### src/verilog/dop_pkg.sv
// constants, types and helpers for the display-option command parser
// Functional notes
// - six subcommands recognised: view, filter, decimals, count step, line-two mode, line-two text
// - view reply reports filter, per-channel digits and steps, line-two mode and message
// - filter command carries type digit then level digit; type 1 or 2
// - chosen digit count drives fraction digits of that channel's load, peak, valley
// - count step command carries channel letter and one code digit for that channel
// - step codes map 0,1,2,3,4 to increments 1,2,5,10,20
// - line-two mode letter: B blank, L limit status, D display, T text
// - line-two text command stores the string as the line-two message
// - commands carry unit address 1 to 254; only own address answered
package dop_pkg;

  // ascii characters used by the parser and the replies
  localparam logic [7:0] CH_AT = 8'h40;
  localparam logic [7:0] CH_SP = 8'h20;
  localparam logic [7:0] CH_CR = 8'h0d;
  localparam logic [7:0] CH_LF = 8'h0a;
  localparam logic [7:0] CH_0  = 8'h30;
  localparam logic [7:0] CH_1  = 8'h31;
  localparam logic [7:0] CH_2  = 8'h32;
  localparam logic [7:0] CH_4  = 8'h34;
  localparam logic [7:0] CH_5  = 8'h35;
  localparam logic [7:0] CH_9  = 8'h39;
  localparam logic [7:0] CH_A  = 8'h41;
  localparam logic [7:0] CH_B  = 8'h42;
  localparam logic [7:0] CH_C  = 8'h43;
  localparam logic [7:0] CH_D  = 8'h44;
  localparam logic [7:0] CH_E  = 8'h45;
  localparam logic [7:0] CH_F  = 8'h46;
  localparam logic [7:0] CH_G  = 8'h47;
  localparam logic [7:0] CH_L  = 8'h4c;
  localparam logic [7:0] CH_M  = 8'h4d;
  localparam logic [7:0] CH_R  = 8'h52;
  localparam logic [7:0] CH_S  = 8'h53;
  localparam logic [7:0] CH_T  = 8'h54;
  localparam logic [7:0] CH_V  = 8'h56;

  // unit address range and address digit parsing
  localparam logic [7:0] COM_ADDR_MIN = 8'h01;
  localparam logic [7:0] COM_ADDR_MAX = 8'hfe;
  localparam int         ADDR_DIGITS  = 3;
  localparam int         ACC_W        = 10;
  localparam logic [9:0] DEC_TEN      = 10'h00a;

  // count step table
  localparam logic [2:0] STEP_CODE_MAX = 3'h4;
  localparam logic [4:0] STEP_V0 = 5'h01;
  localparam logic [4:0] STEP_V1 = 5'h02;
  localparam logic [4:0] STEP_V2 = 5'h05;
  localparam logic [4:0] STEP_V3 = 5'h0a;
  localparam logic [4:0] STEP_V4 = 5'h14;

  // reset values
  localparam logic [7:0] RST_COM_ADDR   = 8'h01;
  localparam logic [1:0] RST_FILT_TYPE  = 2'h1;
  localparam logic [2:0] RST_FILT_LEVEL = 3'h1;
  localparam logic [2:0] RST_FRAC       = 3'h5;
  localparam logic [2:0] RST_STEP_CODE  = 3'h0;

  // apb register map, byte addresses
  localparam int          APB_AW    = 12;
  localparam logic [11:0] REG_ADDR  = 12'h000;
  localparam logic [11:0] REG_FILT  = 12'h004;
  localparam logic [11:0] REG_CHAN  = 12'h008;
  localparam logic [11:0] REG_LINE2 = 12'h00c;

  // field positions inside the status words
  localparam int F_TYPE_LSB  = 0;
  localparam int F_LEVEL_LSB = 8;
  localparam int F_FRAC_LSB  = 0;
  localparam int F_CODE_LSB  = 4;
  localparam int F_STEP_LSB  = 8;
  localparam int F_CHAN_B    = 16;
  localparam int F_MODE_LSB  = 0;
  localparam int F_LEN_LSB   = 8;

  // reply layout: "@ nnn " prefix then a body per command
  localparam logic [5:0] PFX_LEN   = 6'h06;
  localparam logic [5:0] LEN_VIEW  = 6'h0f;
  localparam logic [5:0] LEN_FILT  = 6'h05;
  localparam logic [5:0] LEN_DEC   = 6'h04;
  localparam logic [5:0] LEN_STEP  = 6'h05;
  localparam logic [5:0] LEN_SHORT = 6'h03;

  localparam int LEN_W = 6;

  typedef enum logic [1:0] {
    L2_BLANK = 2'b00,
    L2_LIMIT = 2'b01,
    L2_DISP  = 2'b10,
    L2_TEXT  = 2'b11
  } dop_l2_mode_t;

  typedef enum logic [2:0] {
    K_VIEW = 3'b000,
    K_FILT = 3'b001,
    K_DEC  = 3'b010,
    K_STEP = 3'b011,
    K_L2   = 3'b100,
    K_TEXT = 3'b101,
    K_ERR  = 3'b110
  } dop_kind_t;

  typedef enum logic [3:0] {
    S_IDLE  = 4'b0000,
    S_ADDR  = 4'b0001,
    S_GROUP = 4'b0010,
    S_SUB   = 4'b0011,
    S_P1    = 4'b0100,
    S_P2    = 4'b0101,
    S_EOL   = 4'b0110,
    S_TEXT  = 4'b0111,
    S_SKIP  = 4'b1000,
    S_ACK   = 4'b1001,
    S_MRD   = 4'b1010,
    S_MTX   = 4'b1011,
    S_CR    = 4'b1100,
    S_LF    = 4'b1101
  } dop_state_t;

  typedef struct packed {
    logic [1:0]       filt_type;
    logic [2:0]       filt_level;
    logic [2:0]       frac_a;
    logic [2:0]       frac_b;
    logic [4:0]       step_a;
    logic [4:0]       step_b;
    dop_l2_mode_t     l2_mode;
    logic [LEN_W-1:0] msg_len;
  } dop_cfg_t;

  function automatic logic [7:0] dop_digit(input logic [3:0] v);
    return CH_0 + {4'h0, v};
  endfunction

  function automatic logic [4:0] dop_step_value(input logic [2:0] code);
    case (code)
      3'h0:    return STEP_V0;
      3'h1:    return STEP_V1;
      3'h2:    return STEP_V2;
      3'h3:    return STEP_V3;
      default: return STEP_V4;
    endcase
  endfunction

endpackage

### src/verilog/dop_cmd_parser.sv
// display-option command parser with apb status and address register
`timescale 1ns/1ps
module dop_cmd_parser
  import dop_pkg::*;
#(
  parameter int MSG_DEPTH = 32,
  parameter int MSG_AW    = 5
) (
  input  wire logic              pclk,
  input  wire logic              presetn,
  input  wire logic [APB_AW-1:0] paddr,
  input  wire logic              psel,
  input  wire logic              penable,
  input  wire logic              pwrite,
  input  wire logic [31:0]       pwdata,
  output logic      [31:0]       prdata,
  output logic                   pready,
  output logic                   pslverr,
  input  wire logic              rx_valid,
  input  wire logic [7:0]        rx_data,
  output logic                   rx_ready,
  output logic                   tx_valid,
  output logic      [7:0]        tx_data,
  input  wire logic              tx_ready,
  output dop_cfg_t               cfg,
  input  wire logic [MSG_AW-1:0] disp_rd_addr,
  output logic      [7:0]        disp_rd_data
);

  if (MSG_DEPTH < 2 || MSG_DEPTH != (1 << MSG_AW) || MSG_DEPTH >= (1 << LEN_W)) begin : g_chk
    $error("MSG_DEPTH must be a power of two equal to 2**MSG_AW and below 2**LEN_W");
  end

  dop_state_t       state_q;
  dop_kind_t        kind_q;
  logic [LEN_W-1:0] idx_q;
  logic [ACC_W-1:0] acc_q;
  logic             ch_q;
  logic [7:0]       p1_q;
  logic [7:0]       p2_q;
  logic             bad_q;
  logic [7:0]       com_addr_q;
  logic [1:0]       filt_type_q;
  logic [2:0]       filt_level_q;
  logic [2:0]       frac_q [2];
  logic [2:0]       code_q [2];
  dop_l2_mode_t     l2_mode_q;
  logic [LEN_W-1:0] msg_len_q;
  logic             tx_valid_q;
  logic [7:0]       tx_data_q;
  logic [31:0]      prdata_q;
  logic [7:0]       msg_rdata;
  logic             rx_fire;
  logic             is_cr;
  logic             cmd_ok;
  logic             commit;
  logic             tx_load;
  logic [7:0]       tx_byte;
  logic [5:0]       body_len;
  logic [3:0]       rx_dig;

  function automatic logic is_digit(input logic [7:0] c);
    return (c >= CH_0) && (c <= CH_9);
  endfunction

  function automatic logic is_chan(input logic [7:0] c);
    return (c == CH_A) || (c == CH_B);
  endfunction

  function automatic logic reg_hit(input logic [APB_AW-1:0] a);
    return (a == REG_ADDR) || (a == REG_FILT) || (a == REG_CHAN) || (a == REG_LINE2);
  endfunction

  function automatic logic [7:0] mode_char(input dop_l2_mode_t m);
    case (m)
      L2_BLANK: return CH_B;
      L2_LIMIT: return CH_L;
      L2_DISP:  return CH_D;
      default:  return CH_T;
    endcase
  endfunction

  // two ascii digits of a step increment
  function automatic logic [7:0] step_tens(input logic [4:0] v);
    return dop_digit(4'(v / 5'd10));
  endfunction

  function automatic logic [7:0] step_units(input logic [4:0] v);
    return dop_digit(4'(v % 5'd10));
  endfunction

  assign rx_ready = (state_q != S_ACK) && (state_q != S_MRD) && (state_q != S_MTX)
                 && (state_q != S_CR) && (state_q != S_LF);
  assign rx_fire  = rx_valid && rx_ready;
  assign is_cr    = (rx_data == CH_CR);
  assign rx_dig   = 4'(rx_data - CH_0);

  // parameter range checks, evaluated at the terminating carriage return
  always_comb begin
    case (kind_q)
      K_VIEW:  cmd_ok = 1'b1;
      K_FILT:  cmd_ok = (p1_q >= CH_1) && (p1_q <= CH_2)
                     && (p2_q >= CH_1) && (p2_q <= CH_4);
      K_DEC:   cmd_ok = is_chan(p1_q) && (p2_q >= CH_0) && (p2_q <= CH_5);
      K_STEP:  cmd_ok = is_chan(p1_q) && (p2_q >= CH_0)
                     && (p2_q <= CH_0 + {5'h00, STEP_CODE_MAX});
      K_L2:    cmd_ok = (p1_q == CH_B) || (p1_q == CH_L)
                     || (p1_q == CH_D) || (p1_q == CH_T);
      default: cmd_ok = 1'b0;
    endcase
  end

  assign commit = rx_fire && (state_q == S_EOL) && is_cr && cmd_ok && !bad_q;

  // command framing and reply sequencing
  always_ff @(posedge pclk or negedge presetn) begin
    if (!presetn) begin
      state_q <= S_IDLE;
      kind_q  <= K_ERR;
      idx_q   <= '0;
      acc_q   <= '0;
      ch_q    <= 1'b0;
      p1_q    <= 8'h00;
      p2_q    <= 8'h00;
      bad_q   <= 1'b0;
    end else begin
      case (state_q)
        S_IDLE: begin
          if (rx_fire && rx_data == CH_AT) begin
            state_q <= S_ADDR;
            idx_q   <= '0;
            acc_q   <= '0;
            bad_q   <= 1'b0;
          end
        end
        S_ADDR: begin
          if (rx_fire) begin
            if (!is_digit(rx_data)) begin
              state_q <= is_cr ? S_IDLE : S_SKIP;
            end else begin
              acc_q <= ACC_W'(acc_q * DEC_TEN + {6'h00, rx_dig});
              idx_q <= idx_q + 1'b1;
              if (idx_q == LEN_W'(ADDR_DIGITS - 1)) begin
                state_q <= S_GROUP;
              end
            end
          end
        end
        S_GROUP: begin
          // other addresses and other command groups pass by silently
          if (rx_fire) begin
            if (acc_q == {2'b00, com_addr_q} && com_addr_q >= COM_ADDR_MIN
                && com_addr_q <= COM_ADDR_MAX && rx_data == CH_D) begin
              state_q <= S_SUB;
            end else begin
              state_q <= is_cr ? S_IDLE : S_SKIP;
            end
          end
        end
        S_SUB: begin
          if (rx_fire) begin
            idx_q   <= '0;
            state_q <= S_P1;
            case (rx_data)
              CH_V:    begin kind_q <= K_VIEW; state_q <= S_EOL; end
              CH_F:    kind_q <= K_FILT;
              CH_D:    kind_q <= K_DEC;
              CH_C:    kind_q <= K_STEP;
              CH_2:    kind_q <= K_L2;
              CH_T:    begin kind_q <= K_TEXT; state_q <= S_TEXT; end
              default: begin kind_q <= K_ERR; state_q <= is_cr ? S_ACK : S_EOL; end
            endcase
          end
        end
        S_P1: begin
          if (rx_fire) begin
            p1_q    <= rx_data;
            ch_q    <= (rx_data == CH_B);
            state_q <= (kind_q == K_L2) ? S_EOL : S_P2;
            if (is_cr) begin
              kind_q  <= K_ERR;
              state_q <= S_ACK;
            end
          end
        end
        S_P2: begin
          if (rx_fire) begin
            p2_q    <= rx_data;
            state_q <= S_EOL;
            if (is_cr) begin
              kind_q  <= K_ERR;
              state_q <= S_ACK;
            end
          end
        end
        S_EOL: begin
          if (rx_fire) begin
            if (is_cr) begin
              state_q <= S_ACK;
              if (!cmd_ok || bad_q) begin
                kind_q <= K_ERR;
              end
            end else begin
              bad_q <= 1'b1;
            end
          end
        end
        S_TEXT: begin
          if (rx_fire) begin
            if (is_cr) begin
              state_q <= S_ACK;
              idx_q   <= '0;
            end else if (idx_q < LEN_W'(MSG_DEPTH)) begin
              idx_q <= idx_q + 1'b1;
            end
          end
        end
        S_SKIP: begin
          if (rx_fire && is_cr) begin
            state_q <= S_IDLE;
          end
        end
        S_ACK: begin
          if (tx_load) begin
            idx_q <= idx_q + 1'b1;
            if (idx_q == PFX_LEN + body_len - 1'b1) begin
              idx_q   <= '0;
              state_q <= (kind_q == K_VIEW) ? S_MRD : S_CR;
            end
          end
        end
        S_MRD: state_q <= (idx_q >= msg_len_q) ? S_CR : S_MTX;
        S_MTX: begin
          if (tx_load) begin
            idx_q   <= idx_q + 1'b1;
            state_q <= S_MRD;
          end
        end
        S_CR: state_q <= tx_load ? S_LF : S_CR;
        // hold off the receiver until the line feed itself has been taken
        S_LF: state_q <= (tx_valid_q && tx_ready && tx_data_q == CH_LF) ? S_IDLE : S_LF;
        default: state_q <= S_IDLE;
      endcase
    end
  end

  // filter and line-two settings change only on an accepted command
  always_ff @(posedge pclk or negedge presetn) begin
    if (!presetn) begin
      filt_type_q  <= RST_FILT_TYPE;
      filt_level_q <= RST_FILT_LEVEL;
      l2_mode_q    <= L2_BLANK;
    end else if (commit) begin
      if (kind_q == K_FILT) begin
        filt_type_q  <= 2'(p1_q - CH_0);
        filt_level_q <= 3'(p2_q - CH_0);
      end
      if (kind_q == K_L2) begin
        case (p1_q)
          CH_B:    l2_mode_q <= L2_BLANK;
          CH_L:    l2_mode_q <= L2_LIMIT;
          CH_D:    l2_mode_q <= L2_DISP;
          default: l2_mode_q <= L2_TEXT;
        endcase
      end
    end
  end

  // per-channel digits and step codes
  for (genvar g = 0; g < 2; g++) begin : g_chan
    always_ff @(posedge pclk or negedge presetn) begin
      if (!presetn) begin
        frac_q[g] <= RST_FRAC;
        code_q[g] <= RST_STEP_CODE;
      end else if (commit && ch_q == 1'(g)) begin
        if (kind_q == K_DEC) begin
          frac_q[g] <= 3'(p2_q - CH_0);
        end
        if (kind_q == K_STEP) begin
          code_q[g] <= 3'(p2_q - CH_0);
        end
      end
    end
  end

  // message length is committed when the text line ends
  always_ff @(posedge pclk or negedge presetn) begin
    if (!presetn) begin
      msg_len_q <= '0;
    end else if (rx_fire && state_q == S_TEXT && is_cr) begin
      msg_len_q <= idx_q;
    end
  end

  // text is written as it arrives; a long string is cut at the store depth
  dop_msg_mem #(
    .DEPTH (MSG_DEPTH),
    .AW    (MSG_AW)
  ) u_mem (
    .clk     (pclk),
    .we      (rx_fire && state_q == S_TEXT && !is_cr && idx_q < LEN_W'(MSG_DEPTH)),
    .waddr   (MSG_AW'(idx_q)),
    .wdata   (rx_data),
    .raddr_a (MSG_AW'(idx_q)),
    .rdata_a (msg_rdata),
    .raddr_b (disp_rd_addr),
    .rdata_b (disp_rd_data)
  );

  always_comb begin
    case (kind_q)
      K_VIEW:  body_len = LEN_VIEW;
      K_FILT:  body_len = LEN_FILT;
      K_DEC:   body_len = LEN_DEC;
      K_STEP:  body_len = LEN_STEP;
      default: body_len = LEN_SHORT;
    endcase
  end

  // reply byte: address echo, then the resulting setting
  always_comb begin
    logic [5:0] b;
    logic [2:0] fr;
    logic [4:0] sv;
    b  = idx_q - PFX_LEN;
    fr = frac_q[ch_q];
    sv = dop_step_value(code_q[ch_q]);
    tx_byte = CH_SP;
    case (state_q)
      S_MTX:   tx_byte = msg_rdata;
      S_CR:    tx_byte = CH_CR;
      S_LF:    tx_byte = CH_LF;
      default: begin
        case (idx_q)
          6'h00: tx_byte = CH_AT;
          6'h02: tx_byte = dop_digit(4'(com_addr_q / 8'd100));
          6'h03: tx_byte = dop_digit(4'((com_addr_q / 8'd10) % 8'd10));
          6'h04: tx_byte = dop_digit(4'(com_addr_q % 8'd10));
          6'h01, 6'h05: tx_byte = CH_SP;
          default: begin
            case (kind_q)
              K_FILT: tx_byte = (b == 6'h00) ? CH_F : (b == 6'h01) ? CH_T
                             : (b == 6'h02) ? dop_digit({2'b00, filt_type_q})
                             : (b == 6'h03) ? CH_L : dop_digit({1'b0, filt_level_q});
              K_DEC:  tx_byte = (b == 6'h00) ? CH_C : (b == 6'h01) ? (ch_q ? CH_B : CH_A)
                             : (b == 6'h02) ? CH_D : dop_digit({1'b0, fr});
              K_STEP: tx_byte = (b == 6'h00) ? CH_C : (b == 6'h01) ? (ch_q ? CH_B : CH_A)
                             : (b == 6'h02) ? CH_S : (b == 6'h03) ? step_tens(sv)
                             : step_units(sv);
              K_L2:   tx_byte = (b == 6'h00) ? CH_L : (b == 6'h01) ? CH_2
                             : mode_char(l2_mode_q);
              K_TEXT: tx_byte = (b == 6'h00) ? CH_M : (b == 6'h01) ? CH_S : CH_G;
              K_ERR:  tx_byte = (b == 6'h00) ? CH_E : CH_R;
              default: begin
                case (b)
                  6'h00:   tx_byte = CH_F;
                  6'h01:   tx_byte = CH_T;
                  6'h02:   tx_byte = dop_digit({2'b00, filt_type_q});
                  6'h03:   tx_byte = CH_L;
                  6'h04:   tx_byte = dop_digit({1'b0, filt_level_q});
                  6'h05:   tx_byte = CH_A;
                  6'h06:   tx_byte = dop_digit({1'b0, frac_q[0]});
                  6'h07:   tx_byte = step_tens(dop_step_value(code_q[0]));
                  6'h08:   tx_byte = step_units(dop_step_value(code_q[0]));
                  6'h09:   tx_byte = CH_B;
                  6'h0a:   tx_byte = dop_digit({1'b0, frac_q[1]});
                  6'h0b:   tx_byte = step_tens(dop_step_value(code_q[1]));
                  6'h0c:   tx_byte = step_units(dop_step_value(code_q[1]));
                  6'h0d:   tx_byte = CH_M;
                  default: tx_byte = mode_char(l2_mode_q);
                endcase
              end
            endcase
          end
        endcase
      end
    endcase
  end

  // one byte in flight; a bubble between bytes keeps the sequencer simple
  assign tx_load = !tx_valid_q && (state_q == S_ACK || state_q == S_MTX
                                   || state_q == S_CR || state_q == S_LF);

  always_ff @(posedge pclk or negedge presetn) begin
    if (!presetn) begin
      tx_valid_q <= 1'b0;
      tx_data_q  <= 8'h00;
    end else if (tx_load) begin
      tx_valid_q <= 1'b1;
      tx_data_q  <= tx_byte;
    end else if (tx_ready) begin
      tx_valid_q <= 1'b0;
    end
  end

  assign tx_valid = tx_valid_q;
  assign tx_data  = tx_data_q;

  // apb: zero wait states, read data captured in the setup phase
  always_ff @(posedge pclk or negedge presetn) begin
    if (!presetn) begin
      com_addr_q <= RST_COM_ADDR;
    end else if (psel && penable && pwrite && paddr == REG_ADDR) begin
      com_addr_q <= pwdata[7:0];
    end
  end

  always_ff @(posedge pclk or negedge presetn) begin
    if (!presetn) begin
      prdata_q <= 32'h0000_0000;
    end else if (psel && !penable) begin
      prdata_q <= 32'h0000_0000;
      case (paddr)
        REG_ADDR: prdata_q[7:0] <= com_addr_q;
        REG_FILT: begin
          prdata_q[F_TYPE_LSB +: 2]  <= filt_type_q;
          prdata_q[F_LEVEL_LSB +: 3] <= filt_level_q;
        end
        REG_CHAN: begin
          prdata_q[F_FRAC_LSB +: 3]            <= frac_q[0];
          prdata_q[F_CODE_LSB +: 3]            <= code_q[0];
          prdata_q[F_STEP_LSB +: 5]            <= dop_step_value(code_q[0]);
          prdata_q[F_CHAN_B + F_FRAC_LSB +: 3] <= frac_q[1];
          prdata_q[F_CHAN_B + F_CODE_LSB +: 3] <= code_q[1];
          prdata_q[F_CHAN_B + F_STEP_LSB +: 5] <= dop_step_value(code_q[1]);
        end
        REG_LINE2: begin
          prdata_q[F_MODE_LSB +: 2]    <= l2_mode_q;
          prdata_q[F_LEN_LSB +: LEN_W] <= msg_len_q;
        end
        default: prdata_q <= 32'h0000_0000;
      endcase
    end
  end

  assign prdata  = prdata_q;
  assign pready  = 1'b1;
  assign pslverr = psel && penable && !reg_hit(paddr);

  assign cfg = '{filt_type:  filt_type_q,
                 filt_level: filt_level_q,
                 frac_a:     frac_q[0],
                 frac_b:     frac_q[1],
                 step_a:     dop_step_value(code_q[0]),
                 step_b:     dop_step_value(code_q[1]),
                 l2_mode:    l2_mode_q,
                 msg_len:    msg_len_q};
endmodule

### src/verilog/dop_msg_mem.sv
// message store: one write port, two registered read ports
`timescale 1ns/1ps
module dop_msg_mem #(
  parameter int DEPTH = 32,
  parameter int AW    = 5
) (
  input  wire logic          clk,
  input  wire logic          we,
  input  wire logic [AW-1:0] waddr,
  input  wire logic [7:0]    wdata,
  input  wire logic [AW-1:0] raddr_a,
  output logic      [7:0]    rdata_a,
  input  wire logic [AW-1:0] raddr_b,
  output logic      [7:0]    rdata_b
);
  logic [7:0] mem [DEPTH];

  // no reset on the array so it maps onto block ram
  always_ff @(posedge clk) begin
    if (we) begin
      mem[waddr] <= wdata;
    end
    rdata_a <= mem[raddr_a];
    rdata_b <= mem[raddr_b];
  end
endmodule

### config.mk
export PLATFORM = sky130hd
export DESIGN_NAME = dop_cmd_parser
export DESIGN_NICKNAME = d
export VERILOG_FILES = /design/src/verilog/dop_pkg.sv /design/src/verilog/dop_cmd_parser.sv /design/src/verilog/dop_msg_mem.sv
export SDC_FILE = /design/constraint.sdc
export NUM_CORES = 1
export LEC_CHECK = 0
export BUFFER_PORTS_ARGS = -buffer_cell sky130_fd_sc_hd__buf_2
export CAP_MARGIN = 25
export CORE_MARGIN = 2
export CORE_UTILIZATION = 35
export CTS_CLUSTER_SIZE = 40
export DETAILED_ROUTE_END_ITERATION = 8
export GPL_ROUTABILITY_DRIVEN = 0
export PLACE_DENSITY = 0.56
export SETUP_SLACK_MARGIN = 0.2
export SYNTH_ARGS = -nofsm -noshare
export SYNTH_HDL_FRONTEND = slang
export SYNTH_SLANG_ARGS = --single-unit
### constraint.sdc
create_clock -name pclk -period 4.2 [get_ports pclk]
set_input_delay 0.42 -clock pclk [delete_from_list [all_inputs] [get_ports pclk]]
set_output_delay 0.42 -clock pclk [all_outputs]
set_load 0.05 [all_outputs]
After elaboration in Yosys (flattened, before gate mapping)
Memories as Yosys holds them, arrays and structs flattened. A register that Yosys moved wholly into a read port is not among the register bits.
Index checks and enable logic that the tools add are counted.
- $add $sub $neg: 22
- divide/modulo/power cells: 10
- muxes and demuxes: 117
- multiply operators: 1
- eq/ne operators: 95
- order comparisons: 13
- bitwise logic cells: 2
- reductions and logical operators: 87
- operators with widths (operator ; count):
    $mux W5 ; 20
    $pmux W7 S14 ; 1
    $eq A8 B7 Y1 const B ; 12
    $mux W4 ; 19
    $mux W8 ; 8
    $add A6 B4 Y7 const A ; 9
    $mux W6 ; 10
    $pmux W5 S4 ; 3
    $pmux W4 S13 ; 1
    $mux W3 ; 16
    $pmux W8 S6 ; 1
    $pmux W8 S5 ; 1
    $eq A6 B3 Y1 const B ; 6
    $eq A6 B4 Y1 const B ; 6
    $pmux W6 S6 ; 1
    $logic_and A1 B1 Y1 ; 35
    $mux W7 ; 5
    $ge A8 B6 Y1 const B ; 4
    $le A8 B6 Y1 const B ; 4
    $mux W10 ; 3
    $ne A2 B2 Y1 const B ; 15
    $add A6 B3 Y7 const A ; 4
    $eq A12 B4 Y1 const B ; 2
    $eq A3 B2 Y1 const B ; 8
    73 further kinds ; 153
- memories: 1
- output and inout port bits: 81
- register bits after elaboration: 108
- bits in writable memories: 256
- memories (name ; depth ; width ; read ports ; clocked after Yosys merged registers in ; wr ports ; RTL line ; RTL):
    u_mem.mem ; 32 ; 8 ; 2 ; 2 ; 1 ; dop_msg_mem.sv:16 ; logic [7:0] mem [DEPTH];

Depth between registers and ports, before layout
Gate-level depths: netlist of run 1.
- depth after elaboration: 15
- mapped depth: 19

Hierarchy
A second synthesis of run 1 with hierarchy kept.
- cells, all modules: 1653
- area total of the unflattened synthesis: 21301.7 um^2
- by module, submodules not included (module ; cells an instance ; seq. area each (um^2) ; area each (um^2) ; instances):
    dop_msg_mem ; 532 ; 8007.7 ; 12208.0 ; 1
    dop_cmd_parser ; 1121 ; 2713.9 ; 9093.7 ; 1

Worst setup path before layout of run 1
OpenSTA, ideal clock, no wires.
- kind: register to register
- from: register com_addr_q[4]
- to: register tx_data_q[3], in the netlist tx_data[3]
- setup slack: -0.109 ns
- arrival time: 4.217 ns
- data required time: 4.108 ns
- cell stages (with the launch flop): 19
- library setup time: 0.092 ns
- cell sequence: dfrtp_1 > clkbuf_1 > inv_1 > ha_1 > and2b_2 > o21ai_0 > a311o_2 > nor4_1 > a21oi_1 > o21ai_0 > inv_1 > ha_1 > o21ai_0 > nand3_1 > a211o_1 > o211a_1 > a221o_1 > mux2_2 > o31ai_2
- cells in the longest elaborated chain, start to end: 5
- ends and longest elaborated chain (element ; RTL line ; RTL):
    start: declaration ; dop_cmd_parser.sv:42 ; logic [7:0] com_addr_q;
    start signal: assignment ; dop_cmd_parser.sv:404 ; com_addr_q <= pwdata[7:0];
    $div A8 B4 Y8 ; dop_cmd_parser.sv:337 ; 6'h03: tx_byte = dop_digit(4'((com_addr_q / 8'd10) % 8'd10));
    $mod A8 B4 Y8 ; dop_cmd_parser.sv:337 ;
    $add A6 B4 Y7 ; dop_pkg.sv:134 ; return CH_0 + {4'h0, v};
    $pmux W8 S5 * ; dop_cmd_parser.sv:334 ; case (idx_q)
    $pmux W8 S3 * ; dop_cmd_parser.sv:329 ; case (state_q)
    end signal: assignment ; dop_cmd_parser.sv:390 ; tx_data_q <= tx_byte;
    end: declaration ; dop_cmd_parser.sv:50 ; logic [7:0] tx_data_q;
Mark *: on every way between the ends. The rest lies on a longest branch, timed or not.
A chain may end at the register's enable or synchronous reset.

Worst setup path in the final report of run 1
Same ends and word-level chain as after synthesis.

==> flow_summary.toml, run 1 <==
[status]
outcome = "completed"

[setup_path]
crit_path_max_fanout = 11
crit_required_ns = 4.68
worst-setup-path-type = "flop to flop"
cp_data_arrival_time_ns = 4.38
cp-start-kind = "flop"
r2r_cells = 15
endpoint_kind = "flop"

[routing]
vias_per_cell = 5.721
initialDrtViolationCount = 1541
dr_vias = 14830
postRouteWirelength_um = 59700
drt_pre_antenna_iters = 7
drcViolationCount = 0
postRouteAntennaNets = 0
routed_wire_length_per_instance_um = 23.02

[cells_and_area]
final_core_util_pct = 40.45
nNetsFinal = 1883
area_delta_synth_final_pct = 14.53
drive_gt1_share_pct = 29.93
n_antenna_cell = 0

[synthesis]
synth_seq_cells = 380
synth_largest_type_area_fraction_pct = 36.13
synth_sequential_area_ratio_pct = 50.39
netlist_instances = 1661
netlist_area_sq_mm = 0.02128
yosysWarningCount = 0
syn-mean-instance-area_sq_um = 12.81
asyncSetResetFlopFracSynth_pct = 28.42
synth_top_cell_by_area = "sky130_fd_sc_hd__edfxtp_1"
synthFlopType = "sky130_fd_sc_hd__edfxtp_1"
post_synth_num_cell_types = 95
number_of_flops_mapped_to_enable_cells_by_yosys = 256
ys_top_cells_by_area = "sky130_fd_sc_hd__edfxtp_1 36%, sky130_fd_sc_hd__mux4_2 17%, sky130_fd_sc_hd__dfrtp_1 12%"

[grt]
grt_pass1_vias = 14520
grt_antenna_before_repair = 2
grt_usage_pct = 18.81
overflow = 0
wire_length_of_the_first_global_routing_pass_um = 90580
grt_start_max_net_pins = 67

[timing]
grt_setup_unrepaired = "true"
report.final.hold_viol_count = 0
achievable-frequency_mhz = 256.7
max_slew.worst_pin.slew_ns = 0.9164
fin_setup_tns_ns = 0
max-slew-margin-rel_pct = 38.91
slew_violations = 0
final_period_minus_worst_setup_slack_ns = 3.896
hold_ws_ns = 0.04790
final_min_period_over_clock_period_pct = 92.76
fin_ws_ns = 0.3040
setup-violations-final = 0
final.setup_skew_ns = 0.02231

[pwr]
power.static_leakage_nw = 8.828
vdd_ir_drop_max_v = 0.0002776
power.density_cell_area_mw_per_mm2 = 452.1

[floorplan]
fp.dieW_um = 250.6
die-height_um = 250.6
io_pins = 145
fp-row-count = 90
dieArea_sq_mm = 0.06278
start_util_pct = 35.32
area_of_the_core_sq_mm = 0.06025

[cts]
cts_tree = "done"
worst_skew_pair.late_latency_ns = 0.59
cts.root.buffer_cell = "sky130_fd_sc_hd__clkbuf_16"
cts_htree_levels = 2
tritoncts.num_buffers = 42
clk_buf_depth = 3
clock-sinks = 380
cts.clk_slew.worst_paths_ns = 0.06

[worst_hold_path]
min_path_type = "input pin to flop"
whs_path_depth = 3

[place]
dpl_worst_slack_ns = 0.1568
dpl.hpwl_um = 42280
port_buffers = 112

[job]
max_cap_viol_count = 0
-- critical path, stage by stage (launching register included) --
cell and delay [ns]:
sky130_fd_sc_hd__dfrtp_2 0.43, sky130_fd_sc_hd__buf_4 0.18, sky130_fd_sc_hd__ha_1 0.23, sky130_fd_sc_hd__or3b_4 0.41, sky130_fd_sc_hd__or4_4 0.50, sky130_fd_sc_hd__o21ai_2 0.11, sky130_fd_sc_hd__a211oi_4 0.09, sky130_fd_sc_hd__a21oi_1 0.20
sky130_fd_sc_hd__o21ai_2 0.12, sky130_fd_sc_hd__inv_1 0.10, sky130_fd_sc_hd__ha_2 0.19, sky130_fd_sc_hd__or2b_1 0.28, sky130_fd_sc_hd__o311ai_2 0.32, sky130_fd_sc_hd__a21oi_1 0.14, sky130_fd_sc_hd__mux2_2 0.30, sky130_fd_sc_hd__o31ai_2 0.21
-- cell usage in the layout (no fill, tap or decap), types with 12 or more instances in the layout --
cell | netlist | layout
sky130_fd_sc_hd__edfxtp_1 | 256 | 256
sky130_fd_sc_hd__mux4_2 | 160 | 160
sky130_fd_sc_hd__nand2_1 | 144 | 144
sky130_fd_sc_hd__buf_2 | 2 | 110
sky130_fd_sc_hd__nor2_1 | 111 | 109
sky130_fd_sc_hd__dfrtp_1 | 99 | 94
sky130_fd_sc_hd__o21ai_0 | 90 | 88
sky130_fd_sc_hd__buf_4 | 10 | 76
sky130_fd_sc_hd__a21oi_1 | 64 | 64
sky130_fd_sc_hd__mux2_2 | 63 | 63
sky130_fd_sc_hd__inv_1 | 48 | 46
sky130_fd_sc_hd__clkbuf_16 | 0 | 43
sky130_fd_sc_hd__ha_1 | 40 | 36
sky130_fd_sc_hd__nand3_1 | 34 | 33
sky130_fd_sc_hd__nand2b_1 | 27 | 27
sky130_fd_sc_hd__o31ai_1 | 24 | 24
sky130_fd_sc_hd__xnor2_1 | 24 | 24
sky130_fd_sc_hd__nor3_1 | 23 | 23
sky130_fd_sc_hd__a22oi_1 | 20 | 20
sky130_fd_sc_hd__nor2b_1 | 19 | 19
sky130_fd_sc_hd__dfxtp_1 | 16 | 16
sky130_fd_sc_hd__a31oi_1 | 15 | 14
sky130_fd_sc_hd__a21o_1 | 13 | 13
sky130_fd_sc_hd__o22ai_1 | 12 | 12
sky130_fd_sc_hd__clkinv_2 | 0 | 12
-- kinds of logic (layout without fill, tap and decap cells) --
kind of cell	count (synthesis)	after routing	share of synthesized area [%]
simple gates	447	447	10.32
flops	380	380	50.39
compound gates	359	359	11.47
mux	232	232	20.69
buf+inv	174	318	3.517
fa+ha+maj	42	42	2.540
xor+xnor	25	25	1.029
other cells	2	8	0.03530
-- cell type report --
| class | instances | area, sq um |
|---|---|---|
| multi-input combinational | 1113 | 9928 |
| clock inverter | 21 | 150.1 |
| tap | 782 | 978.4 |
| sequential | 380 | 10730 |
| clock buffer | 57 | 1199 |
| fill | 5627 | 35880 |
| timing repair buffer | 192 | 1199 |
| inverter | 48 | 180.2 |
-- sequential cells by signal (all words and copies together), names as in the netlist --
register       cells
u_mem.mem        256
prdata            25
acc_q             10
com_addr_q         8
p1_q               8
p2_q               8
tx_data            8
u_mem.rdata_a      8
u_mem.rdata_b      8
cfg                6
code_q             6
idx_q              6
msg_len_q          6
state_q            4
filt_level_q       3
kind_q             3
filt_type_q        2
l2_mode_q          2
bad_q              1
ch_q               1
tx_valid           1
-- path summary, 6_finish.rpt --
kind,slack (ns),startpoint,to
max,0.30,com_addr_q[4],tx_data[3]
min,0.05,pwdata[7],com_addr_q[7]
max reg2reg,0.30,com_addr_q[4],tx_data[3]
min reg2reg,0.48,prdata[22],prdata[22]
max in group asynchronous,2.81,presetn,filt_type_q[0]
min in group asynchronous,0.44,presetn,prdata[3]
-- synth_stat cells, drive strengths merged, types with 8 or more instances --
cell      n
a21oi    64
and3      8
or2       9
nor4     10
nand3    36
nand2   144
o22ai    12
buf      38
edfxtp  256
dfxtp    16
mux2i     9
clkbuf   88
inv      48
nor3b     8
nand2b   27
nor3     23
nor2b    19
and2     10
o211ai    9
dfrtp    99
a21o     13
a22oi    20
ha       40
xnor2    24
mux4    160
o21ai    91
mux2     63
o31ai    26
a31oi    15
dfstp     9
nor2    112
-- metal layers --
layer	track usage, %	wire (um)
met5	0	12
met4	5.287	1465
met3	3.502	4198
met2	29.91	27790
met1	26.37	26240
-- what timing repair did --
item	4_1_cts	5_1_grt
gates resized for setup	4	15
hold buffers	1	0
hold endpoints to repair	44	0
endpoints found under the setup margin	2	4
pin swaps	0	3
buffers inserted	1	3
-- through the flow --
| step | power, mW | instance area, sq um | std cells |
|---|---|---|---|
| 6_report | 11.02 | 24370 | 2593 |
| 4_1_cts | 11.11 | 24270 | 2588 |
| 5_1_grt | 11.56 | 24370 | 2593 |
| 2_1_floorplan | 6.637 | 21320 | 1667 |
| 3_3_place_gp | 7.462 | 22890 | 2508 |
| 3_5_place_dp | 7.505 | 22890 | 2508 |
-- report_power, final --
group	switching, mW	internal, mW
clock network	1.56	2.02
logic	1.70	1.22
registers	0.301	4.22
total	3.56	7.46
(Power assumes the default switching activity.)
==> inputs of run 2 (changes only) <==
BUFFER_PORTS_ARGS = -buffer_cell sky130_fd_sc_hd__buf_4   (was -buffer_cell sky130_fd_sc_hd__buf_2)
REMOVE_ABC_BUFFERS = 1   (was unset)
SYNTH_HIERARCHICAL = 1   (was unset)
==> run 2 against run 1 <==
Net effect: fmax up 4.2%; the run now ends with DRC left; cell count about the same; worst hold slack improved by 0.0014 ns; design area up 1.2%; clock power rose by 6.4%; first-iteration DRC count is 10% higher; total power rose by 4.2%; sequential power is 1% higher; combinational power rose by 7%.
==> flow_summary.toml, run 2 <==
[status]
outcome = "finished, violations left"
failing_checks = "DRC"

[synthesis]
synth_seq_cells = 380
netlist_area_sq_mm = 0.02130
commonest_cells_in_the_netlist = "256 x sky130_fd_sc_hd__edfxtp_1, 160 x sky130_fd_sc_hd__mux4_2, 136 x sky130_fd_sc_hd__nand2_1"
number_of_flops_mapped_to_enable_cells_by_yosys = 256
ys_top_cells_by_area = "sky130_fd_sc_hd__edfxtp_1 36%, sky130_fd_sc_hd__mux4_2 17%, sky130_fd_sc_hd__dfrtp_1 12%"
asyncSetResetFlopFracSynth_pct = 28.42
synthMostInstantiatedCell = "sky130_fd_sc_hd__edfxtp_1"
netlist_instances = 1653
synth_largest_type_area_fraction_pct = 36.09
post_synth_num_cell_types = 104
synthFlopType = "sky130_fd_sc_hd__edfxtp_1"
syn-mean-instance-area_sq_um = 12.89
yosysWarningCount = 6
synth_top_cell_by_area = "sky130_fd_sc_hd__edfxtp_1"
synth_sequential_area_ratio_pct = 50.33

[cts]
clk_buf_depth = 3
cts.root.buffer_cell = "sky130_fd_sc_hd__clkbuf_16"
cts_htree_levels = 2
clock-sinks = 380
cts.clk_slew.worst_paths_ns = 0.06
tritoncts.num_buffers = 42
worst_skew_pair.late_latency_ns = 0.58
cts_tree = "done"
post_cts_setup_buffer_count = 0

[setup_path]
worst-setup-path-type = "flop to flop"
endpoint_kind = "flop"
crit_required_ns = 4.66
crit_path_max_fanout = 13
cp-start-kind = "flop"
cp_data_arrival_time_ns = 4.20

[pwr]
power.share.sequential_pct = 39.9
switching_share_pct = 32.71
net_switching_power_figure_mw = 3.756
pwr-share-comb_pct = 27.0
power.internal_mw = 7.727
power.static_leakage_nw = 8.730
portion_of_total_power_attributed_to_the_clock_network_pct = 33.1
vdd_ir_drop_max_v = 0.0003737
power.density_cell_area_mw_per_mm2 = 465.5

[place]
dpl.hpwl_um = 42690
port_buffers = 112
number_of_placed_cells_counting_well_taps = 2509

[timing]
setup-violations-final = 0
max_slew.worst_pin.slew_ns = 1.016
max-slew-margin-rel_pct = 32.25
report.final.hold_viol_count = 0
final_period_minus_worst_setup_slack_ns = 3.738
final.setup_skew_ns = 0.01511
slew_violations = 0
hold_ws_ns = 0.04933
final_min_period_over_clock_period_pct = 89.00
achievable-frequency_mhz = 267.5
grt_setup_unrepaired = "false"

[routing]
initialDrtViolationCount = 1698
vias_per_cell = 5.861
postRouteAntennaNets = 0
drcViolationCount = 1
drt_pre_antenna_iters = 8
dr_vias = 15190
routed_wire_length_per_instance_um = 24.03
postRouteWirelength_um = 62270

[cells_and_area]
drive_gt1_share_pct = 29.35
largest_register_ff_count = 256
top_register = "u_mem/mem"
nNetsFinal = 1876
most_frequent_cells_in_the_layout = "256 x sky130_fd_sc_hd__edfxtp_1, 188 x sky130_fd_sc_hd__buf_4, 160 x sky130_fd_sc_hd__mux4_2"
mostFrequentLayoutCell = "sky130_fd_sc_hd__edfxtp_1"
area_delta_synth_final_pct = 15.79
post_layout_nonfiller_instances = 2591
n_antenna_cell = 0

[floorplan]
start_util_pct = 35.36
fp.dieW_um = 250.7
dieArea_sq_mm = 0.06285
io_pins = 145
area_of_the_core_sq_mm = 0.06025
die-height_um = 250.7
fp-row-count = 90

[grt]
grt_start_max_net_pins = 77
grt_pass1_vias = 14590
wire_length_of_the_first_global_routing_pass_um = 93270
grt_usage_pct = 19.55
overflow = 0
grt_antenna_before_repair = 1

[worst_hold_path]
min_path_type = "input pin to flop"

[job]
max_cap_viol_count = 0
run 2: cell types whose count changed after synthesis, sizes merged, moves of 6 or more:
cell / change
a2111oi: +6
nand2: -8
o2bb2ai: +6
a22oi: -7
nor3: +9
clkbuf: -34
nor2: +18
buf: +30
xor2: +6
run 2: path summary, 6_finish.rpt:
kind,from,endpoint,slack [ns],cells past startpoint
max in group asynchronous,presetn,filt_level_q[0],2.93,3
worst max register to register,idx_q[2],tx_data[2],0.46,15
min in group asynchronous,presetn,com_addr_q[7],0.45,2
worst max-delay path,idx_q[2],tx_data[2],0.46,15
worst min register to register,prdata[28],prdata[28],0.48,2
worst min-delay path,pwdata[4],com_addr_q[4],0.05,3
run 2: layout make-up:
cell class / count / area (sq um)
clock inverter: 22 / 239.0
timing repair buffer: 194 / 1514
inverter: 46 / 173.9
fill: 5577 / 35580
sequential: 380 / 10730
tap: 782 / 978.4
multi-input combinational: 1111 / 9834
clock buffer: 56 / 1196
run 2: critical path, cell delays in order (launching register included):
cell and delay (ns):
sky130_fd_sc_hd__dfrtp_4 0.56, sky130_fd_sc_hd__ha_1 0.27, sky130_fd_sc_hd__and4b_1 0.31, sky130_fd_sc_hd__a21oi_2 0.10, sky130_fd_sc_hd__a21oi_2 0.27, sky130_fd_sc_hd__mux2i_1 0.27
sky130_fd_sc_hd__inv_1 0.09, sky130_fd_sc_hd__ha_1 0.25, sky130_fd_sc_hd__o21ai_2 0.19, sky130_fd_sc_hd__nand2_1 0.13, sky130_fd_sc_hd__ha_1 0.32, sky130_fd_sc_hd__nand2b_1 0.15
sky130_fd_sc_hd__o2111a_1 0.14, sky130_fd_sc_hd__o21ai_0 0.15, sky130_fd_sc_hd__nand3_1 0.10, sky130_fd_sc_hd__o32a_1 0.34
run 2: what timing repair did:
action                                 in CTS  in global routing
setup endpoints to repair                   0                  3
hold buffers                                1                  0
gates resized for setup                     0                  3
endpoints found under the hold margin      51                  0
run 2: per-layer routing:
| layer | global-route usage, % | vias up | wire length (um) |
|---|---|---|---|
| li1 | - | 6727 | - |
| met1 | 27.76 | 7688 | 27030 |
| met2 | 31.63 | 680 | 29430 |
| met3 | 2.754 | 90 | 4387 |
| met4 | 4.944 | 0 | 1424 |
| met5 | 0 | - | 0 |
run 2: kinds of logic after synthesis:
group                    after synthesis  share of synthesized area [%]
AND/OR/NAND/NOR                      466                          10.95
flip-flops                           380                          50.33
buffers and inverters                168                          3.677
multiplexers                         233                          20.76
adder cells (fa/ha/maj)               37                          2.244
AO/OA/AOI/OAI                        340                          10.89
XOR/XNOR                              27                          1.110
other                                  2                        0.03526
run 2: through the flow:
step                util [%]  TNS, ns  worst slack, ns  area [sq um]  power [mW]
floorplan                  -   -41.85           -1.945         20710       6.694
global placement       38.44        0           0.5197         23160       7.646
CTS                    40.84        0           0.4204         24600       11.51
global route           40.94        0           0.2120         24670       11.98
finish                 40.94        0           0.4618         24670       11.48
detailed placement     38.44        0           0.4310         23160       7.680
run 2: power groups by stage:
| stage | clock (mW) | sequential [mW] | combinational, mW |
|---|---|---|---|
| floorplan | 0 | 4.86 | 1.84 |
| global placement | 0 | 4.63 | 3.01 |
| detailed placement | 0 | 4.64 | 3.04 |
| CTS | 3.89 | 4.56 | 3.06 |
| global route | 4.03 | 4.61 | 3.34 |
| finish | 3.81 | 4.58 | 3.10 |
